$ cat src/simd_fp_exc_pkg.sv
package simd_fp_exc_pkg;

   // Register offsets (byte addresses)
   localparam logic [7:0] CSR_OFFSET     = 8'h00;
   localparam logic [7:0] OS_CTRL_OFFSET = 8'h04;
   localparam logic [7:0] STATUS_OFFSET  = 8'h08;

   // Vector control/status fields
   localparam int NUM_CLASSES    = 6;
   localparam int FLAG_LSB       = 0;
   localparam int INVALID_OP_BIT = 0;
   localparam int UNDERFLOW_BIT  = 4;
   localparam int DAZ_BIT        = 6;
   localparam int MASK_LSB       = 7;
   localparam int RC_LSB         = 13;
   localparam int FTZ_BIT        = 15;
   localparam int CSR_WIDTH      = 16;
   localparam logic [15:0] CSR_RESET = 16'h1f80;

   // Control register four
   localparam int OS_FAULT_BIT     = 10;
   localparam logic OS_CTRL_RESET  = 1'b0;

   // Fault status register
   localparam int STAT_VEC_FAULT_BIT = 8;
   localparam int STAT_BAD_OP_BIT    = 9;

   // Classifier result fields
   localparam int CL_SGN  = 0;
   localparam int CL_ZERO = 1;
   localparam int CL_INF  = 2;
   localparam int CL_SNAN = 3;
   localparam int CL_NAN  = 4;

   // Special values
   localparam logic [31:0] DEFAULT_NAN_SP = 32'hffc0_0000;
   localparam logic [63:0] DEFAULT_NAN_DP = 64'hfff8_0000_0000_0000;
   localparam logic [31:0] INT_INDEFINITE = 32'h8000_0000;
   localparam logic [63:0] QUIET_BIT_SP   = 64'h0000_0000_0040_0000;
   localparam logic [63:0] QUIET_BIT_DP   = 64'h0008_0000_0000_0000;
   localparam logic [7:0]  CVT_SP_EXP_LIMIT = 8'h9e;
   localparam logic [10:0] CVT_DP_EXP_LIMIT = 11'h41e;
   localparam logic [2:0]  UNORDERED_FLAGS  = 3'h7;

   typedef enum logic [3:0] {
      OP_INT         = 4'h0,
      OP_ADD         = 4'h1,
      OP_SUB         = 4'h2,
      OP_ADDSUB      = 4'h3,
      OP_MUL         = 4'h4,
      OP_DIV         = 4'h5,
      OP_SQRT        = 4'h6,
      OP_MAX         = 4'h7,
      OP_MIN         = 4'h8,
      OP_CMP_MASK    = 4'h9,
      OP_CMP_ORD     = 4'ha,
      OP_CMP_UNORD   = 4'hb,
      OP_CVT_FP      = 4'hc,
      OP_CVT_INT     = 4'hd,
      OP_CVT_INT_TR  = 4'he,
      OP_STACK_TRUNC = 4'hf
   } op_e;

   typedef enum logic [2:0] {
      PRED_EQ    = 3'h0,
      PRED_LT    = 3'h1,
      PRED_LE    = 3'h2,
      PRED_UNORD = 3'h3,
      PRED_NEQ   = 3'h4,
      PRED_NLT   = 3'h5,
      PRED_NLE   = 3'h6,
      PRED_ORD   = 3'h7
   } cmp_pred_e;

endpackage

$ cat src/simd_fp_exception_unit.sv
// The placing of the registers and the Wishbone interface to the registers were chosen for this implementation.
`timescale 1ns/1ps

// Summary of operation
// - Packed integer operations never raise numeric exceptions
// - Six classes, each with flag and mask
// - Exceptions reported when faulting instruction completes
// - Masks and flags loaded, stored via registers
// - Unmasked with OS support gives vector fault
// - Without OS support raise invalid-opcode fault instead
// - Invalid flag bit 0, invalid mask bit 7
// - Masked invalid result overwrites destination register
// - Arithmetic signaling NaN returns quieted NaN
// - Square root: quieted NaN or default NaN
// - Max/min with any NaN return source two
// - NaN compare mask zeros, unordered and negated predicates ones
// - Precision conversion quiets signaling NaN
// - Flag compares report unordered on NaN
// - Invalid infinity/zero arithmetic returns default NaN
// - Bad integer conversion returns integer indefinite
// - Unmasked invalid leaves destination unmodified
// - Quiet NaN alone raises no invalid in arithmetic, square root or precision conversion
// - Ordered and signaling compares trap quiet NaN
// - Invalid detection ignores flush and DAZ modes
// - Truncating stack store raises no vector exception
// - Bit 6 is denormals-are-zero control
// - Bit 15 flushes tiny masked results
// - Per-element conditions ORed into shared flags
module simd_fp_exception_unit
   import simd_fp_exc_pkg::*;
#(
   parameter int ELEMS = 4
) (
   // Clock and reset
   input  wire logic         clk_i,
   input  wire logic         rst_i,
   // Wishbone slave
   input  wire logic         wb_cyc_i,
   input  wire logic         wb_stb_i,
   input  wire logic         wb_we_i,
   input  wire logic [7:0]   wb_adr_i,
   input  wire logic [3:0]   wb_sel_i,
   input  wire logic [31:0]  wb_dat_i,
   output logic      [31:0]  wb_dat_o,
   output logic              wb_ack_o,
   // Datapath operation
   input  wire logic         op_valid_i,
   input  wire logic [3:0]   op_code_i,
   input  wire logic         op_double_i,
   input  wire logic         op_scalar_i,
   input  wire logic [2:0]   cmp_pred_i,
   input  wire logic [127:0] src1_i,
   input  wire logic [127:0] src2_i,
   input  wire logic [127:0] dp_result_i,
   input  wire logic [19:0]  dp_flags_i,
   input  wire logic [2:0]   dp_cmp_flags_i,
   // Completion and faults
   output logic              done_o,
   output logic      [127:0] result_o,
   output logic              result_we_o,
   output logic      [2:0]   cmp_flags_o,
   output logic              cmp_flags_we_o,
   output logic              vector_fp_fault_o,
   output logic              invalid_opcode_fault_o,
   // Mode outputs to datapath
   output logic              daz_mode_o,
   output logic      [1:0]   rounding_mode_o
);

   localparam int LANE_BITS = 32;
   localparam int PAD_BITS  = 160;

   function automatic logic [4:0] fp_class(input logic [63:0] v, input logic dp);
      logic exp_max;
      logic exp_zero;
      logic frac_zero;
      logic qbit;
      logic sgn;
      if (dp) begin
         exp_max   = &v[62:52];
         exp_zero  = ~|v[62:52];
         frac_zero = ~|v[51:0];
         qbit      = v[51];
         sgn       = v[63];
      end else begin
         exp_max   = &v[30:23];
         exp_zero  = ~|v[30:23];
         frac_zero = ~|v[22:0];
         qbit      = v[22];
         sgn       = v[31];
      end
      // Denormals count as nonzero here whatever the DAZ mode says
      fp_class = {exp_max & ~frac_zero, exp_max & ~frac_zero & ~qbit,
                  exp_max & frac_zero, exp_zero & frac_zero, sgn};
   endfunction

   function automatic logic [63:0] quieten(input logic [63:0] v, input logic dp);
      quieten = v | (dp ? QUIET_BIT_DP : QUIET_BIT_SP);
   endfunction

   // Out of signed 32-bit range; the single exact -2^31 case is allowed
   function automatic logic cvt_out_of_range(input logic [63:0] v, input logic dp);
      if (dp) begin
         cvt_out_of_range = (v[62:52] > CVT_DP_EXP_LIMIT) ||
                            ((v[62:52] == CVT_DP_EXP_LIMIT) && !(v[63] && ~|v[51:0]));
      end else begin
         cvt_out_of_range = (v[30:23] > CVT_SP_EXP_LIMIT) ||
                            ((v[30:23] == CVT_SP_EXP_LIMIT) && !(v[31] && ~|v[22:0]));
      end
   endfunction

   logic [CSR_WIDTH-1:0]   csr_q;
   logic [CSR_WIDTH-1:0]   csr_d;
   logic                   os_fault_q;
   logic [NUM_CLASSES-1:0] last_exc_q;
   logic                   vec_seen_q;
   logic                   bad_op_seen_q;
   logic                   ack_q;
   logic [31:0]            rdata_q;
   logic                   done_q;
   logic [127:0]           result_q;
   logic                   result_we_q;
   logic [2:0]             cmp_flags_q;
   logic                   cmp_flags_we_q;
   logic                   vec_fault_q;
   logic                   bad_op_q;

   logic [PAD_BITS-1:0]    src1_x;
   logic [PAD_BITS-1:0]    src2_x;
   logic [PAD_BITS-1:0]    dp_x;
   logic [NUM_CLASSES*ELEMS-1:0] exc_flat;
   logic [ELEMS-1:0]       unord_flat;
   logic [64*ELEMS-1:0]    elem_res_flat;
   logic [127:0]           result_d;
   logic [NUM_CLASSES-1:0] new_exc;
   logic [NUM_CLASSES-1:0] unmasked;
   logic                   any_unmasked;
   logic                   fp_op;
   logic                   res_dp;
   op_e                    op;

   assign src1_x = {32'h0, src1_i};
   assign src2_x = {32'h0, src2_i};
   assign dp_x   = {32'h0, dp_result_i};
   assign op     = op_e'(op_code_i);
   assign fp_op  = (op != OP_INT) && (op != OP_STACK_TRUNC);
   assign res_dp = (op == OP_CVT_FP) ? ~op_double_i : op_double_i;

   // Per-element invalid detection and masked response
   for (genvar e = 0; e < ELEMS; e++) begin : g_elem
      localparam bit EVEN  = (e % 2) == 0;
      localparam bit SUB_DP = (e == 0);
      logic [63:0] a;
      logic [63:0] b;
      logic [63:0] d;
      logic [4:0]  c1;
      logic [4:0]  c2;
      logic        act;
      logic        inv;
      logic        ovr;
      logic        unord;
      logic        sub_eff;
      logic [63:0] val;
      logic [63:0] res;
      logic [4:0]  dpf;

      assign a   = op_double_i ? src1_x[LANE_BITS*e +: 64] : {32'h0, src1_x[LANE_BITS*e +: 32]};
      assign b   = op_double_i ? src2_x[LANE_BITS*e +: 64] : {32'h0, src2_x[LANE_BITS*e +: 32]};
      assign d   = res_dp ? dp_x[LANE_BITS*e +: 64] : {32'h0, dp_x[LANE_BITS*e +: 32]};
      assign c1  = fp_class(a, op_double_i);
      assign c2  = fp_class(b, op_double_i);
      assign dpf = dp_flags_i[5*e +: 5];
      assign act = op_scalar_i ? (e == 0) : (op_double_i ? EVEN : 1'b1);

      always_comb begin
         inv     = 1'b0;
         ovr     = 1'b0;
         unord   = 1'b0;
         val     = op_double_i ? DEFAULT_NAN_DP : {32'h0, DEFAULT_NAN_SP};
         sub_eff = c1[CL_SGN] ^ c2[CL_SGN] ^ ((op == OP_SUB) ||
                   ((op == OP_ADDSUB) && (op_double_i ? SUB_DP : EVEN)));
         case (op)
            OP_ADD, OP_SUB, OP_ADDSUB, OP_MUL, OP_DIV: begin
               if (c1[CL_SNAN] || c2[CL_SNAN]) begin
                  inv = 1'b1;
                  val = c1[CL_NAN] ? quieten(a, op_double_i) : quieten(b, op_double_i);
               end else if (!c1[CL_NAN] && !c2[CL_NAN]) begin
                  // Quiet NaN alone passes through the datapath result
                  case (op)
                     OP_MUL: inv = (c1[CL_INF] && c2[CL_ZERO]) ||
                                   (c1[CL_ZERO] && c2[CL_INF]);
                     OP_DIV: inv = (c1[CL_ZERO] && c2[CL_ZERO]) ||
                                   (c1[CL_INF] && c2[CL_INF]);
                     default: inv = c1[CL_INF] && c2[CL_INF] && sub_eff;
                  endcase
               end
               ovr = inv;
            end
            OP_SQRT: begin
               if (c1[CL_SNAN]) begin
                  inv = 1'b1;
                  val = quieten(a, op_double_i);
               end else begin
                  inv = c1[CL_SGN] && !c1[CL_ZERO] && !c1[CL_NAN];
               end
               ovr = inv;
            end
            OP_MAX, OP_MIN: begin
               inv = c1[CL_NAN] || c2[CL_NAN];
               ovr = inv;
               val = b;
            end
            OP_CMP_MASK: begin
               ovr = c1[CL_NAN] || c2[CL_NAN];
               inv = c1[CL_SNAN] || c2[CL_SNAN] || (ovr &&
                     ((cmp_pred_i == PRED_LT) || (cmp_pred_i == PRED_LE) ||
                      (cmp_pred_i == PRED_NLT) || (cmp_pred_i == PRED_NLE)));
               val = ((cmp_pred_i == PRED_NEQ) || (cmp_pred_i == PRED_UNORD) ||
                      (cmp_pred_i == PRED_NLT) || (cmp_pred_i == PRED_NLE)) ?
                     (op_double_i ? 64'hffff_ffff_ffff_ffff : 64'h0000_0000_ffff_ffff) :
                     64'h0;
            end
            OP_CMP_ORD, OP_CMP_UNORD: begin
               unord = c1[CL_NAN] || c2[CL_NAN];
               inv   = (op == OP_CMP_ORD) ? unord : (c1[CL_SNAN] || c2[CL_SNAN]);
            end
            OP_CVT_FP: begin
               inv = c1[CL_SNAN];
               ovr = inv;
               val = quieten(d, res_dp);
            end
            OP_CVT_INT, OP_CVT_INT_TR: begin
               inv = c1[CL_NAN] || c1[CL_INF] || cvt_out_of_range(a, op_double_i);
               ovr = inv;
               val = {32'h0, INT_INDEFINITE};
            end
            default: begin
               inv = 1'b0;
            end
         endcase
      end

      // Flush-to-zero keeps the true sign of a tiny masked result
      always_comb begin
         res = d;
         if (act && ovr && csr_q[MASK_LSB + INVALID_OP_BIT]) begin
            res = val;
         end else if (act && fp_op && csr_q[FTZ_BIT] &&
                      csr_q[MASK_LSB + UNDERFLOW_BIT] && dpf[UNDERFLOW_BIT-1]) begin
            res = res_dp ? {d[63], 63'h0} : {32'h0, d[31], 31'h0};
         end
      end

      assign exc_flat[NUM_CLASSES*e +: NUM_CLASSES] =
         (act && fp_op) ? {dpf, inv} : '0;
      assign unord_flat[e] = act && unord;
      assign elem_res_flat[64*e +: 64] = res;

      if (EVEN) begin : g_lo
         assign result_d[LANE_BITS*e +: LANE_BITS] = res[31:0];
      end else begin : g_hi
         assign result_d[LANE_BITS*e +: LANE_BITS] =
            res_dp ? elem_res_flat[64*(e-1)+32 +: 32] : res[31:0];
      end
   end

   always_comb begin
      new_exc = '0;
      for (int i = 0; i < ELEMS; i++) begin
         new_exc = new_exc | exc_flat[NUM_CLASSES*i +: NUM_CLASSES];
      end
      if (!op_valid_i) begin
         new_exc = '0;
      end
   end

   assign unmasked     = new_exc & ~csr_q[MASK_LSB +: NUM_CLASSES];
   assign any_unmasked = |unmasked;

   // Wishbone slave, one wait state, ack drops after one cycle
   logic bus_req;
   logic bus_wr;
   assign bus_req = wb_cyc_i && wb_stb_i && !ack_q;
   assign bus_wr  = bus_req && wb_we_i;

   always_ff @(posedge clk_i) begin
      if (rst_i) begin
         ack_q   <= 1'b0;
         rdata_q <= 32'h0;
      end else begin
         ack_q <= bus_req;
         if (bus_req) begin
            if (wb_adr_i == CSR_OFFSET) begin
               rdata_q <= {16'h0, csr_q};
            end else if (wb_adr_i == OS_CTRL_OFFSET) begin
               rdata_q <= 32'(os_fault_q) << OS_FAULT_BIT;
            end else if (wb_adr_i == STATUS_OFFSET) begin
               rdata_q <= (32'(bad_op_seen_q) << STAT_BAD_OP_BIT) |
                          (32'(vec_seen_q) << STAT_VEC_FAULT_BIT) | 32'(last_exc_q);
            end else begin
               rdata_q <= 32'h0;
            end
         end
      end
   end

   // Control/status: bus write by byte lane, then hardware sets win over clears
   always_comb begin
      csr_d = csr_q;
      if (bus_wr && (wb_adr_i == CSR_OFFSET)) begin
         if (wb_sel_i[0]) begin
            csr_d[7:0] = wb_dat_i[7:0];
         end
         if (wb_sel_i[1]) begin
            csr_d[15:8] = wb_dat_i[15:8];
         end
      end
      csr_d[FLAG_LSB +: NUM_CLASSES] = csr_d[FLAG_LSB +: NUM_CLASSES] | new_exc;
   end

   always_ff @(posedge clk_i) begin
      if (rst_i) begin
         csr_q <= CSR_RESET;
      end else begin
         csr_q <= csr_d;
      end
   end

   always_ff @(posedge clk_i) begin
      if (rst_i) begin
         os_fault_q <= OS_CTRL_RESET;
      end else if (bus_wr && (wb_adr_i == OS_CTRL_OFFSET) && wb_sel_i[1]) begin
         os_fault_q <= wb_dat_i[OS_FAULT_BIT];
      end
   end

   // Completion: faults appear with done, never after it
   always_ff @(posedge clk_i) begin
      if (rst_i) begin
         done_q         <= 1'b0;
         result_q       <= 128'h0;
         result_we_q    <= 1'b0;
         cmp_flags_q    <= 3'h0;
         cmp_flags_we_q <= 1'b0;
         vec_fault_q    <= 1'b0;
         bad_op_q       <= 1'b0;
      end else begin
         done_q         <= op_valid_i;
         result_q       <= result_d;
         result_we_q    <= op_valid_i && !any_unmasked && (op != OP_CMP_ORD) &&
                           (op != OP_CMP_UNORD) && (op != OP_STACK_TRUNC);
         cmp_flags_q    <= (unord_flat[0]) ? UNORDERED_FLAGS : dp_cmp_flags_i;
         cmp_flags_we_q <= op_valid_i && !any_unmasked &&
                           ((op == OP_CMP_ORD) || (op == OP_CMP_UNORD));
         vec_fault_q    <= any_unmasked && os_fault_q;
         bad_op_q       <= any_unmasked && !os_fault_q;
      end
   end

   always_ff @(posedge clk_i) begin
      if (rst_i) begin
         last_exc_q    <= '0;
         vec_seen_q    <= 1'b0;
         bad_op_seen_q <= 1'b0;
      end else if (any_unmasked) begin
         last_exc_q    <= unmasked;
         vec_seen_q    <= os_fault_q;
         bad_op_seen_q <= !os_fault_q;
      end
   end

   assign wb_ack_o               = ack_q;
   assign wb_dat_o               = rdata_q;
   assign done_o                 = done_q;
   assign result_o               = result_q;
   assign result_we_o            = result_we_q;
   assign cmp_flags_o            = cmp_flags_q;
   assign cmp_flags_we_o         = cmp_flags_we_q;
   assign vector_fp_fault_o      = vec_fault_q;
   assign invalid_opcode_fault_o = bad_op_q;
   assign daz_mode_o             = csr_q[DAZ_BIT];
   assign rounding_mode_o        = csr_q[RC_LSB +: 2];

endmodule

$ cat config.mk
export PLATFORM = sky130hd
export DESIGN_NAME = simd_fp_exception_unit
export DESIGN_NICKNAME = d
export VERILOG_FILES = /design/src/simd_fp_exc_pkg.sv /design/src/simd_fp_exception_unit.sv
export SDC_FILE = /design/constraint.sdc
export NUM_CORES = 1
export LEC_CHECK = 0
export ABC_CLOCK_PERIOD_IN_PS = 3600
export BUFFER_PORTS_ARGS = -buffer_cell sky130_fd_sc_hd__buf_2
export CAP_MARGIN = 10
export CORE_AREA = 4 4 249 251
export CTS_CLUSTER_SIZE = 14
export DETAILED_ROUTE_END_ITERATION = 12
export DIE_AREA = 0 0 253 255
export PLACE_DENSITY = 0.45
export RECOVER_POWER = 50
export SYNTH_ARGS = -nofsm -noshare
export SYNTH_HDL_FRONTEND = slang
export SYNTH_SLANG_ARGS = --single-unit
export TNS_END_PERCENT = 5
$ cat constraint.sdc
create_clock -name clk_i -period 3.6 [get_ports clk_i]
set_input_delay 0.36 -clock clk_i [delete_from_list [all_inputs] [get_ports clk_i]]
set_output_delay 0.36 -clock clk_i [all_outputs]
set_load 0.02 [all_outputs]
### Word level (Yosys, flattened, before mapping)

Index checks and enable logic that the tools add are counted.

| word-level totals | value |
|---|---|
| output and inout port bits | 172 |
| word-level logic and storage cells | 499 |
| input bits | 466 |
| flip-flop bits (word level) | 194 |

| operators by class | value |
|---|---|
| equality and inequality tests | 32 |
| muxes and demuxes | 133 |
| reductions and logical operators | 234 |
| bitwise logic cells | 77 |
| magnitude comparators | 7 |

Operators with widths:

| cell | count |
|---|---|
| $mux W64 | 23 |
| $pmux W64 S6 | 2 |
| $or A64 B52 Y64 | 6 |
| $pmux W32 S6 | 2 |
| $mux W32 | 10 |
| $reduce_or A52 Y1 | 6 |
| $or A32 B32 Y32 | 6 |
| $reduce_or A23 Y1 | 8 |
| $mux W52 | 2 |
| $logic_and A1 B1 Y1 | 84 |
| $mux W1 | 69 |
| $reduce_and A11 Y1 | 6 |
| $reduce_or A11 Y1 | 6 |
| $reduce_and A8 Y1 | 8 |
| $reduce_or A32 Y1 | 2 |
| $reduce_or A8 Y1 | 8 |
| $mux W31 | 2 |
| $logic_not A1 Y1 | 52 |
| $logic_or A1 B1 Y1 | 44 |
| $mux W6 | 7 |
| $eq A11 B11 Y1 const B | 3 |
| $gt A11 B11 Y1 const B | 3 |
| $and A1 B1 Y1 | 32 |
| $eq A8 B8 Y1 const B | 4 |
| 32 further kinds | 88 |

### Depth between registers and ports, before layout

| logic depth | value |
|---|---|
| depth after elaboration | 23 |
| gate-level depth with buffers | 16 |
| mapped depth without buffers | 11 |

### Worst setup path after synthesis

No wires, ideal clock.

| timing | value |
|---|---|
| path type | input port to flip-flop |
| start | input src1_i[90] |
| end | register result_q[106] (netlist: result_o[106]) |
| setup slack | 0.267 ns |
| path buffers | 3 |
| data arrival time | 3.201 ns |
| required time | 3.468 ns |
| stages on the path | 14 |
| setup time | 0.132 ns |
| cell sequence | nor4_1 > nand2_1 > o41ai_2 > a21boi_1 > buf_2 > and2_0 > buf_2 > o21ai_2 > o2111ai_2 > o21ai_2 > mux2_4 > buf_6 > a221oi_2 > nor3_1 |

| between the ends | value |
|---|---|
| longest elaborated chain between the ends | 15 |
| elaborated cells between the ends (all ways) | 53 |
| classes of those cells | order compare (1); eq/ne (1); mux (17); bitwise (5); reduce/logical (29) |

RTL lines:

| item | line | source |
|---|---|---|
| start: declaration | simd_fp_exception_unit.sv:52 | `input wire logic [127:0] src1_i,` |
| $mux W64 * | simd_fp_exception_unit.sv:167 | `assign a = op_double_i ? src1_x[LANE_BITS*e +: 64] : {32'h0, src1_x[LANE_BITS*e +: 32]};` |
| $reduce_or A52 Y1 / $reduce_or A8 Y1 (equally long branches) | simd_fp_exception_unit.sv:82, simd_fp_exception_unit.sv:105, simd_fp_exception_unit.sv:87 |  |
| $logic_not A1 Y1, on equally long branches | simd_fp_exception_unit.sv:82, simd_fp_exception_unit.sv:105, simd_fp_exception_unit.sv:87 |  |
| $mux W1 / $logic_and A1 B1 Y1 (equally long branches) | simd_fp_exception_unit.sv:79, simd_fp_exception_unit.sv:105 |  |
| $and A1 B1 Y1 (tied with other cells) | simd_fp_exception_unit.sv:94 | `exp_max & frac_zero, exp_zero & frac_zero, sgn};` |
| $logic_and A1 B1 Y1 (tied with other cells) | simd_fp_exception_unit.sv:193, simd_fp_exception_unit.sv:194 |  |
| $logic_and A1 B1 Y1 (tied with other cells) | simd_fp_exception_unit.sv:194 | `default: inv = c1[CL_INF] && c2[CL_INF] && sub_eff;` |
| $pmux W1 S2 (tied with other cells) | simd_fp_exception_unit.sv:189 | `case (op)` |
| $mux W1, on equally long branches | simd_fp_exception_unit.sv:187, simd_fp_exception_unit.sv:182 |  |
| $mux W1 / $logic_or A1 B1 Y1 (equally long branches) | simd_fp_exception_unit.sv:184, simd_fp_exception_unit.sv:233 |  |
| $pmux W1 S5 | simd_fp_exception_unit.sv:182 | `case (op)` |
| $logic_and A1 B1 Y1 (2 in a row) | simd_fp_exception_unit.sv:246 | `if (act && ovr && csr_q[MASK_LSB + INVALID_OP_BIT]) begin` |
| $mux W64 * | simd_fp_exception_unit.sv:246 |  |
| $mux W32 * | simd_fp_exception_unit.sv:263 | `res_dp ? elem_res_flat[64*(e-1)+32 +: 32] : res[31:0];` |
| end signal: assignment | simd_fp_exception_unit.sv:349 | `result_q <= result_d;` |
| end: declaration | simd_fp_exception_unit.sv:121 | `logic [127:0] result_q;` |

Mark *: on every way between the ends. The rest lies on a longest branch, timed or not. The select of a mux whose other input is x is not followed.
A chain may end at the register's enable or synchronous reset.

### Worst setup path in the final report

| timing | value |
|---|---|
| start | input src1_i[100] |
| end | register result_q[96] (netlist: result_o[96]) |

| between the ends | value |
|---|---|
| longest elaborated chain between the ends | 15 |
| elaborated cells between the ends (all ways) | 88 |
| classes of those cells | mux (28); bitwise (10); reduce/logical (50) |

RTL lines:

| item | line |
|---|---|
| $mux W64 | simd_fp_exception_unit.sv:167 |
| $reduce_or A52 Y1 | simd_fp_exception_unit.sv:82, simd_fp_exception_unit.sv:105 |
| $logic_not A1 Y1 | simd_fp_exception_unit.sv:82, simd_fp_exception_unit.sv:105 |
| $mux W1 / $logic_and A1 B1 Y1 (equally long branches) | simd_fp_exception_unit.sv:79, simd_fp_exception_unit.sv:105 |
| $and A1 B1 Y1 (tied with other cells) | simd_fp_exception_unit.sv:94 |
| $logic_and A1 B1 Y1 (tied with other cells) | simd_fp_exception_unit.sv:193, simd_fp_exception_unit.sv:194 |
| $logic_and A1 B1 Y1 (tied with other cells) | simd_fp_exception_unit.sv:194 |
| $pmux W1 S2 (tied with other cells) | simd_fp_exception_unit.sv:189 |
| $mux W1, on equally long branches | simd_fp_exception_unit.sv:187, simd_fp_exception_unit.sv:182 |
| $mux W1 / $logic_or A1 B1 Y1 (equally long branches) | simd_fp_exception_unit.sv:184, simd_fp_exception_unit.sv:233 |
| $pmux W1 S5 | simd_fp_exception_unit.sv:182 |
| $logic_and A1 B1 Y1 (2 in a row) | simd_fp_exception_unit.sv:246 |
| $mux W64 | simd_fp_exception_unit.sv:246 |
| $mux W32 * | simd_fp_exception_unit.sv:263 |

Marked as above.

==> flow_summary.ini <==
[global_routing]
grt_max_degree = 115
grt_pass1_vias = 18700
grt_usage_pct = 25.3
grt_antenna_before_repair = 29
grt_pass1_wl_um = 124000
overflow = 0

[setup_path]
critPathSlowestCell = nor4_1
start_kind = input port
worstSetupPathType = in2reg
crit_fanout = 22
max_stage_delay_ns = 0.50
critPathArrivalTime_ns = 3.83
worstSetupEndpointType = register
worstPathRequired_ns = 3.95
path_delay_family = compound AO/OA/AOI/OAI gates
critPathBufInv = 3
cp_cell_sequence = buf_2, nor4_1, nand3_1, buf_4, o41ai_2, buf_4, a21boi_4, nor3_1, o211ai_1, o2111ai_2, o21ai_2, mux2_4, a221oi_1, nor3_1

[sta]
timing.final.crit_period_ns = 3.47
drv_slew = 0
layout_worst_path_cycle_share_pct = 96.5
setup_slack_ns = 0.127
final-hold-violation-count = 0
worst_hold_slack_ns = 0.0845
worst_slew_pin_slew_ns = 1.18
relSlewSlack_pct = 21.1
finClkSkew_ns = 0.0170
setup_viol = 0
rsz0062_at_grt = true
fin_setup_tns_ns = 0
fmax_mhz = 288

[die]
die-area_mm2 = 0.0645
die_h_um = 255
pin_count = 638
initial_core_util_pct = 23.3
die_width_um = 253
row_count = 90
core_area_mm2 = 0.0599

[status]
status = complete, no violations

[detailed_routing]
postRouteWirelength_um = 87500
drc_errors = 0
ant_nets = 0
viasPerCell = 5.79
drtIter0Drc = 1989
drt-wirelength-per-cell_um = 25.4
vias = 20000
first_pass_iters = 7

[placement]
port-buffer-count = 603
dp_hpwl_um = 67500
place_area_mm2 = 0.0196
gp_congestion = 0.943
dpl_worst_slack_ns = -0.802

[clocking]
post_cts_buffers = 0
cts_buffer_depth = 2
clkSlewWorstSetupHoldPaths_ns = 0.08
htree_levels = 4
cts_hold_buf = 0
clock-sinks = 178
clk_latency_ns = 0.50
cts_tree = done
cts_buffers = 17
root_buffer = clkbuf_16

[hold_path]
holdCritPathClass = in2reg

[power]
leakage_uw = 0.00826
powerDensity_mw_per_mm2 = 288
ir_drop_mv = 0.361

[cells_and_area]
fin_nets = 3107
final_common_cell = buf_2
fin_area_mm2 = 0.0203
fillCellCount = 6528
layout_common_cells = 602 x buf_2, 255 x buf_4, 228 x a21oi_1, 227 x nand2_1, 178 x dfxtp_1
syn_to_final_growth_pct = 45.4
drive_gt1_share_pct = 37.7

[synthesis]
yosysUniqueCellTypes = 85
ys_ff_latch = 178
synth_top_area_cell = dfxtp_1
ys_seq_area_share_pct = 25.5
synth_ff_type = dfxtp_1
syn_inst = 1926
synth_edf_count = 0
avgSynthCellArea_um2 = 7.26
ys_warn_count = 0
ys_top_cells_by_area = dfxtp_1 25%, a221oi_1 9.2%, a21oi_1 8.2%
synth_top_area_share_pct = 25.5
syn-cell-area_mm2 = 0.0140
ys_async_sr_fraction_pct = 0

[flow_run]
drv_cap = 0
## final timing paths
| kind | startpoint | endpoint | slack [ns] | depth (start not counted) |
|---|---|---|---|---|
| worst max-delay path | src1_i[100] | result_o[96]$_SDFF_PP0_ | 0.13 | 14 |
| worst min-delay path | wb_dat_i[9] | csr_q[9]$_SDFFE_PP1P_ | 0.08 | 3 |
| worst max register to register | csr_q[7]$_SDFFE_PP1P_ | result_o[120]$_SDFF_PP0_ | 1.45 | 9 |
| worst min register to register | wb_dat_o[6]$_SDFFE_PP0P_ | wb_dat_o[6]$_SDFFE_PP0P_ | 0.45 | 2 |
## cell families after synthesis
kind of cell / synth area share [%]
multiplexers: 3.86
flip-flops: 25.5
other: 0.0268
XOR/XNOR: 0.627
buffers and inverters: 6.77
adder cells (fa/ha/maj): 0.358
AND/OR/NAND/NOR: 23.0
AO/OA/AOI/OAI: 39.8
## registers in the layout (all words and copies together) (netlist names)
signal                  cells
os_fault_q                  1
cmp_flags_we_o              1
done_o                      1
vector_fp_fault_o           1
csr_q                      16
result_we_o                 1
wb_ack_o                    1
invalid_opcode_fault_o      1
vec_seen_q                  1
wb_dat_o                   16
result_o                  128
bad_op_seen_q               1
last_exc_q                  6
cmp_flags_o                 3
## timing repair
action                     CTS  global route
resized for setup            3            11
gates cloned                 0             0
setup endpoints to repair   38            36
## layout make-up
class / count / area [um^2] / area share [%]
multi-input cells: 1542 / 9690 / 47.7
well taps: 782 / 978 / 4.81
flip-flops and latches: 178 / 3560 / 17.5
inverters: 17 / 63.8 / 0.314
clock buffers: 18 / 439 / 2.16
repair buffers: 881 / 5400 / 26.6
diodes: 19 / 47.5 / 0.234
clock inverters: 14 / 141 / 0.696
## power breakdown
group / switching [uW] / total [uW] / internal [uW]
Clock: 980 / 1970 / 992
Combinational: 1070 / 1750 / 673
Sequential: 39.1 / 2130 / 2090
## per-stage QoR
step / power [uW] / utilization [%] / cells
finish: 5850 / 33.9 / 3451
CTS: 5930 / 33.7 / 3432
floorplan: 2980 / - / 1941
global route: 6120 / 33.9 / 3446
global placement: 3870 / 32.7 / 3400
detailed placement: 3890 / 32.7 / 3400
## worst min-delay path: stages
cell and delay (ns):
buf_2 0.08, mux2i_1 0.05, nand2_1 0.06
## synthesized netlist by cell type (all sizes together) (12+ instances only)
cell,number
inv,17
o22ai,47
o31ai,14
buf,55
nand3,46
a211oi,34
a31oi,26
dfxtp,178
nor3,64
a21oi,229
o21ai,104
nand2,228
clkbuf,149
a22oi,23
or2,14
mux2i,40
nor4,86
a221o,19
a221oi,164
mux2,12
nand4,33
nor2,129
a311oi,48
## metal layers
layer	GRT usage [%]	up-vias	routed length (um)
li1	-	9009	-
met1	33.2	9717	35600
met2	41.5	1069	41700
met3	5.26	155	7500
met4	8.78	24	2560
met5	0	-	150
(Power assumes the default switching activity.)
